[src/hdl/swm_pkg.sv]
// Notes on behaviour
// RQ1: Receive interrupt when enabled and level <= count
// RQ2: Receive enable clear suppresses receive interrupt
// RQ3: Transmit interrupt when enabled and level equals count
// RQ4: Transmit enable clear suppresses transmit interrupt
// RQ5: Bits 14 and 6 read zero, ignore writes
// RQ6: Levels above buffer depth never match
// RQ7: Level bits 2-4 exist per buffer depth
// RQ8: Compare against live counts every cycle; the registered outputs and status update only in cycles with clk_en high
package swm_pkg;
    localparam logic [3:0]  OFF_MASK_HIGH  = 4'h0;
    localparam logic [3:0]  OFF_IRQ_STATUS = 4'h4;
    localparam logic [3:0]  OFF_IRQ_ENABLE = 4'h8;
    localparam logic [3:0]  OFF_LIVE       = 4'hC;
    localparam int          RX_EN_BIT      = 15;
    localparam int          RX_LVL_LSB     = 8;
    localparam int          TX_EN_BIT      = 7;
    localparam int          TX_LVL_LSB     = 0;
    localparam logic [15:0] MASK_RESET     = 16'h0000;
    localparam logic [1:0]  STATUS_RESET   = 2'h0;
    localparam int          DEPTH_BIT2     = 8;
    localparam int          DEPTH_BIT3     = 16;
    localparam int          DEPTH_BIT4     = 32;
    localparam logic [1:0]  RESP_OKAY      = 2'h0;
    localparam logic [1:0]  RESP_SLVERR    = 2'h2;

    typedef struct packed {
        logic       rx_watermark_irq_enable;
        logic [5:0] rx_watermark_level;
        logic       tx_watermark_irq_enable;
        logic [5:0] tx_watermark_level;
    } swm_cfg_s;

    typedef struct packed {
        logic [5:0] rx_element_count;
        logic [5:0] tx_element_count;
    } swm_count_s;

    // Writable level bits for a buffer capacity
    function automatic logic [5:0] swm_level_mask(input logic [6:0] cap);
        logic [5:0] m;
        m = 6'h23;
        if (cap >= 7'(DEPTH_BIT2))
            m[2] = 1'b1;
        if (cap >= 7'(DEPTH_BIT3))
            m[3] = 1'b1;
        if (cap >= 7'(DEPTH_BIT4))
            m[4] = 1'b1;
        return m;
    endfunction : swm_level_mask
endpackage : swm_pkg

[src/hdl/swm_match.sv]
`timescale 1ns/100ps
`default_nettype none
module swm_match (
    input  wire  swm_pkg::swm_cfg_s   cfg,
    input  wire  swm_pkg::swm_count_s cnt,
    input  wire  logic [6:0]          buffer_capacity,
    output logic                      rx_hit,
    output logic                      tx_hit
);
    logic rx_valid;
    logic tx_valid;

    // Out-of-range levels are invalid and never match
    assign rx_valid = {1'b0, cfg.rx_watermark_level} <= buffer_capacity; // see RQ6
    assign tx_valid = {1'b0, cfg.tx_watermark_level} <= buffer_capacity; // see RQ6
    assign rx_hit   = cfg.rx_watermark_irq_enable && rx_valid
                      && (cfg.rx_watermark_level <= cnt.rx_element_count); // see RQ1, see RQ2
    assign tx_hit   = cfg.tx_watermark_irq_enable && tx_valid
                      && (cfg.tx_watermark_level == cnt.tx_element_count); // see RQ3, see RQ4
endmodule : swm_match
`default_nettype wire

[src/hdl/swm_top.sv]
`timescale 1ns/100ps
`default_nettype none
module swm_top #(
    parameter logic [6:0] BUFFER_CAPACITY = 7'h20
) (
    input  wire  logic        aclk,
    input  wire  logic        aresetn,
    input  wire  logic        clk_en,
    input  wire  logic [5:0]  rx_element_count,
    input  wire  logic [5:0]  tx_element_count,
    input  wire  logic [3:0]  s_axi_awaddr,
    input  wire  logic        s_axi_awvalid,
    output logic              s_axi_awready,
    input  wire  logic [31:0] s_axi_wdata,
    input  wire  logic [3:0]  s_axi_wstrb,
    input  wire  logic        s_axi_wvalid,
    output logic              s_axi_wready,
    output logic [1:0]        s_axi_bresp,
    output logic              s_axi_bvalid,
    input  wire  logic        s_axi_bready,
    input  wire  logic [3:0]  s_axi_araddr,
    input  wire  logic        s_axi_arvalid,
    output logic              s_axi_arready,
    output logic [31:0]       s_axi_rdata,
    output logic [1:0]        s_axi_rresp,
    output logic              s_axi_rvalid,
    input  wire  logic        s_axi_rready,
    output logic              rx_watermark_irq,
    output logic              tx_watermark_irq,
    output logic              irq
);
    typedef struct packed {
        swm_pkg::swm_cfg_s   cfg;
        logic [1:0]          status;
        logic [1:0]          enable;
        logic                aw_got;
        logic [3:0]          aw_addr;
        logic                w_got;
        logic [31:0]         w_data;
        logic [3:0]          w_strb;
        logic                bvalid;
        logic [1:0]          bresp;
        logic                rvalid;
        logic [31:0]         rdata;
        logic [1:0]          rresp;
        logic                rx_irq;
        logic                tx_irq;
        logic                irq;
        logic                awready;
        logic                wready;
        logic                arready;
    } swm_state_s;

    swm_state_s          st;
    swm_state_s          next_st;
    swm_pkg::swm_count_s cnt;
    logic                rx_hit;
    logic                tx_hit;

    assign cnt.rx_element_count = rx_element_count; // see RQ8
    assign cnt.tx_element_count = tx_element_count; // see RQ8

    swm_match i_swm_match (
        .cfg             (st.cfg),
        .cnt             (cnt),
        .buffer_capacity (BUFFER_CAPACITY),
        .rx_hit          (rx_hit),
        .tx_hit          (tx_hit)
    );

    function automatic logic [15:0] mask_word(input swm_pkg::swm_cfg_s c);
        logic [15:0] w;
        w = 16'h0000;
        w[swm_pkg::RX_EN_BIT] = c.rx_watermark_irq_enable;
        w[swm_pkg::RX_LVL_LSB +: 6] = c.rx_watermark_level;
        w[swm_pkg::TX_EN_BIT] = c.tx_watermark_irq_enable;
        w[swm_pkg::TX_LVL_LSB +: 6] = c.tx_watermark_level;
        return w; // see RQ5
    endfunction : mask_word

    always_comb
    begin
        logic [5:0]  lm;
        logic [15:0] mw;
        next_st = st;
        lm      = swm_pkg::swm_level_mask(BUFFER_CAPACITY);
        mw      = mask_word(st.cfg);
        if (s_axi_awvalid && !st.aw_got && !st.bvalid)
        begin
            next_st.aw_got  = 1'b1;
            next_st.aw_addr = s_axi_awaddr;
        end
        if (s_axi_wvalid && !st.w_got && !st.bvalid)
        begin
            next_st.w_got  = 1'b1;
            next_st.w_data = s_axi_wdata;
            next_st.w_strb = s_axi_wstrb;
        end
        if (st.bvalid && s_axi_bready)
            next_st.bvalid = 1'b0;
        // Sticky status; hardware set wins over a clearing write
        if (st.aw_got && st.w_got && !st.bvalid)
        begin
            next_st.aw_got = 1'b0;
            next_st.w_got  = 1'b0;
            next_st.bvalid = 1'b1;
            next_st.bresp  = swm_pkg::RESP_OKAY;
            case (st.aw_addr)
                swm_pkg::OFF_MASK_HIGH:
                begin
                    if (st.w_strb[1])
                    begin
                        next_st.cfg.rx_watermark_irq_enable = st.w_data[swm_pkg::RX_EN_BIT];
                        next_st.cfg.rx_watermark_level = st.w_data[swm_pkg::RX_LVL_LSB +: 6] & lm; // see RQ7
                    end
                    if (st.w_strb[0])
                    begin
                        next_st.cfg.tx_watermark_irq_enable = st.w_data[swm_pkg::TX_EN_BIT];
                        next_st.cfg.tx_watermark_level = st.w_data[swm_pkg::TX_LVL_LSB +: 6] & lm; // see RQ7
                    end
                end
                swm_pkg::OFF_IRQ_STATUS:
                    if (st.w_strb[0])
                        next_st.status = st.status & ~st.w_data[1:0];
                swm_pkg::OFF_IRQ_ENABLE:
                    if (st.w_strb[0])
                        next_st.enable = st.w_data[1:0];
                swm_pkg::OFF_LIVE:
                    next_st.bresp = swm_pkg::RESP_OKAY;
                default:
                    next_st.bresp = swm_pkg::RESP_SLVERR;
            endcase
        end
        next_st.status = next_st.status | {tx_hit, rx_hit};
        if (st.rvalid && s_axi_rready)
            next_st.rvalid = 1'b0;
        if (s_axi_arvalid && !st.rvalid)
        begin
            next_st.rvalid = 1'b1;
            next_st.rresp  = swm_pkg::RESP_OKAY;
            case (s_axi_araddr)
                swm_pkg::OFF_MASK_HIGH:  next_st.rdata = {16'h0000, mw};
                swm_pkg::OFF_IRQ_STATUS: next_st.rdata = {30'h00000000, st.status};
                swm_pkg::OFF_IRQ_ENABLE: next_st.rdata = {30'h00000000, st.enable};
                swm_pkg::OFF_LIVE:       next_st.rdata = {18'h00000, tx_element_count, 2'h0, rx_element_count};
                default:
                begin
                    next_st.rdata = 32'h00000000;
                    next_st.rresp = swm_pkg::RESP_SLVERR;
                end
            endcase
        end
        next_st.rx_irq = rx_hit;
        next_st.tx_irq = tx_hit;
        next_st.irq    = |(next_st.status & next_st.enable);
        // Readies come from the next state so they stay in step with the held items
        next_st.awready = !next_st.aw_got && !next_st.bvalid;
        next_st.wready  = !next_st.w_got && !next_st.bvalid;
        next_st.arready = !next_st.rvalid;
    end

    always_ff @(posedge aclk)
    begin
        if (!aresetn)
        begin
            st                             <= '0;
            st.cfg.rx_watermark_irq_enable <= swm_pkg::MASK_RESET[swm_pkg::RX_EN_BIT];
            st.cfg.rx_watermark_level      <= swm_pkg::MASK_RESET[swm_pkg::RX_LVL_LSB +: 6];
            st.cfg.tx_watermark_irq_enable <= swm_pkg::MASK_RESET[swm_pkg::TX_EN_BIT];
            st.cfg.tx_watermark_level      <= swm_pkg::MASK_RESET[swm_pkg::TX_LVL_LSB +: 6];
            st.status                      <= swm_pkg::STATUS_RESET;
            st.awready                     <= 1'b1;
            st.wready                      <= 1'b1;
            st.arready                     <= 1'b1;
        end
        else if (clk_en)
            st <= next_st;
    end

    assign s_axi_awready    = st.awready;
    assign s_axi_wready     = st.wready;
    assign s_axi_bvalid     = st.bvalid;
    assign s_axi_bresp      = st.bresp;
    assign s_axi_arready    = st.arready;
    assign s_axi_rvalid     = st.rvalid;
    assign s_axi_rdata      = st.rdata;
    assign s_axi_rresp      = st.rresp;
    assign rx_watermark_irq = st.rx_irq;
    assign tx_watermark_irq = st.tx_irq;
    assign irq              = st.irq;
endmodule : swm_top
`default_nettype wire

[config.mk]
export PLATFORM = sky130hd
export DESIGN_NAME = swm_top
export DESIGN_NICKNAME = d
export VERILOG_FILES = /design/src/hdl/swm_pkg.sv /design/src/hdl/swm_match.sv /design/src/hdl/swm_top.sv
export SDC_FILE = /design/constraint.sdc
export NUM_CORES = 1
export LEC_CHECK = 0
export BUFFER_PORTS_ARGS = -buffer_cell sky130_fd_sc_hd__buf_4
export CAP_MARGIN = 10
export CORE_ASPECT_RATIO = 0.75
export CORE_MARGIN = 1.5
export CORE_UTILIZATION = 52
export DETAILED_ROUTE_END_ITERATION = 10
export GPL_TIMING_DRIVEN = 0
export PLACE_DENSITY_LB_ADDON = 0.05
export SLEW_MARGIN = 20
export SYNTH_ARGS = -nofsm -noshare
export SYNTH_HDL_FRONTEND = slang
export SYNTH_HIERARCHICAL = 1
export SYNTH_SLANG_ARGS = --single-unit
[constraint.sdc]
create_clock -name aclk -period 2.3 [get_ports aclk]
set_clock_uncertainty 0.2 [all_clocks]
set_input_delay 0.115 -clock aclk [delete_from_list [all_inputs] [get_ports aclk]]
set_output_delay 0.115 -clock aclk [all_outputs]
set_load 0.03 [all_outputs]
==> impl_results.md <==
* Kind of critical path: reg2reg
* Layout fillers at 505
* Max stage delay cell, worst path: sky130_fd_sc_hd__or3_1
* Average instance area after synthesis at slightly above 9 um^2
* Final wirelength at approximately 8400 um
* Main flop type after synthesis: sky130_fd_sc_hd__dfxtp_1
* Remaining antenna violation count after routing at 0
* Routed wire length per instance at between 10 and 15 um
* Initial antenna violation count at 0
* Layout-stage area growth over the synthesis result at 37.3%
* DRT iter0 DRCs at 116
* Fraction of synthesis flops using an asynchronous set or reset pin at 0%
* TritonCTS sink count at 64
* Maximum operating frequency at around 450 MHz
* Most frequent cell after synthesis: sky130_fd_sc_hd__dfxtp_1
* Worst-path fanout max at 4
* Share of the synthesized area in the top cell type at 36.6%
* Power Dens Cells at 563 nW/um^2
* Number of iterations in the first detailed-routing pass at 5
* Cell-by-cell trace of the critical path: ha_1, a211oi_1, or3_1, a21oi_2, a21oi_2, nand2b_1, o221ai_1, o2bb2ai_1, o21a_1
* Number of diodes added for antenna fixing at 0
* Leading cell types by count after synthesis: sky130_fd_sc_hd__dfxtp_1, sky130_fd_sc_hd__nand2_1, sky130_fd_sc_hd__buf_4
* Share of post-route cells with drive strength above 1 at a little over a quarter
* Number of endpoints with negative hold slack in the final report at 0
* Setup repair after global routing missed its margin: no
* Number of vias per cell at 5.01
* Top cell type by total area after synthesis: sky130_fd_sc_hd__dfxtp_1
* Initial Utilization at a little over half
* #FFs+latches synth at 64
* Max-Slew Margin vs Limit at about three fifths
* Worst-margin pin slew at around 590 ps
* Sum of negative setup slack at 0 ps
* Minimum hold slack at about 29 ps
* Number of maximum-capacitance constraint violations at 0
* CTS tree: yes
* Top Ports at 108
* Floorplan die height at 74.1 um
* Post-DP HPWL at between 5000 and 6000 um
* H-tree levels at 3
* Count of flip-flops with a built-in enable after synthesis at 0
* Finish-stage setup viols at 0
* Crit-path max cell delay at around 380 ps
* Clock-pin slew on the worst setup and hold paths at about 70 ps
* Cell with the most instances on the worst path: sky130_fd_sc_hd__a21oi_2
* Number of buffer and inverter instances along the worst setup path at 0
* Overflow left after global routing at 0
* Number of remaining DRC errors at 0
* Library cells used by synthesis at between 40 and 50
* Max VDD drop at between 0.0004 and 0.0005 V
* Warnings, synthesis at 6
* Number of placement rows at 25
* Clock root buffer: sky130_fd_sc_hd__clkbuf_8
* Post-Synthesis Cell Area at 3500 um^2
* Run status: complete, no violations
* Main area contributors after synthesis: sky130_fd_sc_hd__dfxtp_1, sky130_fd_sc_hd__buf_4, sky130_fd_sc_hd__mux2i_1, sky130_fd_sc_hd__ha_1, sky130_fd_sc_hd__nor2b_1
* Required time reported for the critical path endpoint at approximately 2300 ps
* Crit-path leading delay family: compound AO/OA/AOI/OAI gates
* Pin count of the biggest net entering global routing at 13
* Nature of the critical path startpoint: flop
* Skew-Pair Late Insertion Delay at 350 ps
* Final GP Congestion at around 0.85
* Die area at 7240 um^2
* Core area at 6410 um^2
* Final-report max-slew violation count at 0
* Width of the die at ~98 um
* Register area share after synthesis at 36.6%
* Data arrival time of the critical path at 2280 ps
* Number of global-route vias before repair at roughly 2900
* Number of setup buffers added after CTS at 0
* Buffers from clock root to sink, at most at 2
* Lkg Pwr at ~2.2 nW
* Cells after synthesis at roughly 390
* Post-route non-filler standard cell count at 614
* Class of the tightest hold or removal check: in2reg
* Final #Nets at 610
* Gr usage total at 24.9%
* Period utilization at 97.2%
* Via count at 3076
* Count of port buffers added during placement at 65
* Crit end category: flop
* Number of buffers added by the clock tree synthesis step at 9
* Global-route wire length before repair at ~14000 um
* Time the worst path needs with I/O delays and setup at 2240 ps
* Cell total after placement at ~560
## final timing paths
path	slack [ps]	cells after the start	from	end
max	60	9	st[94]	irq
min	30	6	s_axi_awvalid	s_axi_awready
min reg2reg	260	2	st[58]	st[58]
max reg2reg	60	9	st[94]	irq
## cells in the final DEF, fill, tap and decap left out, types with 4 or more instances in the layout
cell type	count
sky130_fd_sc_hd__a21boi_0	20
sky130_fd_sc_hd__buf_2	5
sky130_fd_sc_hd__ha_1	18
sky130_fd_sc_hd__a221oi_1	10
sky130_fd_sc_hd__inv_1	13
sky130_fd_sc_hd__nand3_1	5
sky130_fd_sc_hd__dfxtp_1	62
sky130_fd_sc_hd__nand2_1	46
sky130_fd_sc_hd__dlygate4sd3_1	37
sky130_fd_sc_hd__nor2_1	21
sky130_fd_sc_hd__nor2b_1	28
sky130_fd_sc_hd__nand3b_1	4
sky130_fd_sc_hd__clkbuf_8	9
sky130_fd_sc_hd__clkbuf_1	10
sky130_fd_sc_hd__buf_4	101
sky130_fd_sc_hd__nor3b_1	11
sky130_fd_sc_hd__conb_1	31
sky130_fd_sc_hd__a21oi_1	4
sky130_fd_sc_hd__mux2i_1	24
sky130_fd_sc_hd__o21ai_0	10
## stage by stage
stage          area [um^2]  worst slack (ps)  power (W)  utilization [%]
2_1_floorplan         3610               243    0.00147                -
3_3_place_gp          4200              47.5    0.00160             65.5
3_5_place_dp          4200              17.4    0.00160             65.5
4_1_cts               4800              27.5    0.00272             74.9
5_1_grt               4810              4.65    0.00282             75.0
6_report              4810              63.7    0.00271             75.0
## routing by layer
metal  wire length [um]  share of wire [%]  global-route usage, %  vias to the layer above
li1                   -                  -                      -                     1550
met1               4030                 48                   32.5                     1397
met2               3610                 43                   40.7                      117
met3                593                7.1                   7.24                       12
met4                135                1.6                   8.10                        0
met5                  0                  0                      0                        -
## registers in the layout, summed over array words and instances, names as in the netlist
name,cells
s_axi_rdata,14
s_axi_arready,1
s_axi_bvalid,1
rx_watermark_irq,1
s_axi_rresp,1
s_axi_rvalid,1
s_axi_wready,1
tx_watermark_irq,1
irq,1
s_axi_bresp,1
s_axi_awready,1
st,40
## cell families (layout without fill, tap and decap cells)
logic type / count (synthesis) / after routing / share of synthesized area [%]
buffers and inverters: 67 / 185 / 11.9
XOR/XNOR: 6 / 6 / 1.50
AO/OA/AOI/OAI: 59 / 59 / 12.0
other: 2 / 31 / 0.214
AND/OR/NAND/NOR: 144 / 144 / 23.3
adder cells (fa/ha/maj): 18 / 18 / 6.43
flip-flops: 64 / 64 / 36.6
multiplexers: 26 / 26 / 8.14
## power breakdown
part	switching, W	total (W)	internal [W]	leakage (nW)
Sequential	0.0000290	0.00118	0.00115	0.522
Combinational	0.000232	0.000460	0.000228	1.61
Clock	0.000456	0.00107	0.000616	0.103
Total	0.000717	0.00271	0.00199	2.24
## worst reg2reg max path: stages (launching register included)
cell and delay [ps]:
sky130_fd_sc_hd__dfxtp_2 350, sky130_fd_sc_hd__ha_1 300, sky130_fd_sc_hd__a211oi_1 70, sky130_fd_sc_hd__or3_1 380
sky130_fd_sc_hd__a21oi_2 150, sky130_fd_sc_hd__a21oi_2 90, sky130_fd_sc_hd__nand2b_1 150, sky130_fd_sc_hd__o221ai_1 180
sky130_fd_sc_hd__o2bb2ai_1 90, sky130_fd_sc_hd__o21a_1 170
## cell type report
class / instances / area (um^2) / share of cell area [%]
plain buffers: 53 / 363 / 7.54
clock buffers: 10 / 128 / 2.65
clock inverters: 6 / 92.6 / 1.92
inverters: 14 / 52.6 / 1.09
multi-input cells: 284 / 1930 / 40.2
flip-flops and latches: 64 / 1280 / 26.7
well taps: 81 / 101 / 2.11
repair buffers: 102 / 858 / 17.8
## repair_timing
action,CTS,global route
hold buffers,37,0
endpoints found under the hold margin,37,0
gates resized for setup,3,3
pin swaps,0,1
endpoints found under the setup margin,1,1
Power figures use the tool's default switching activity.
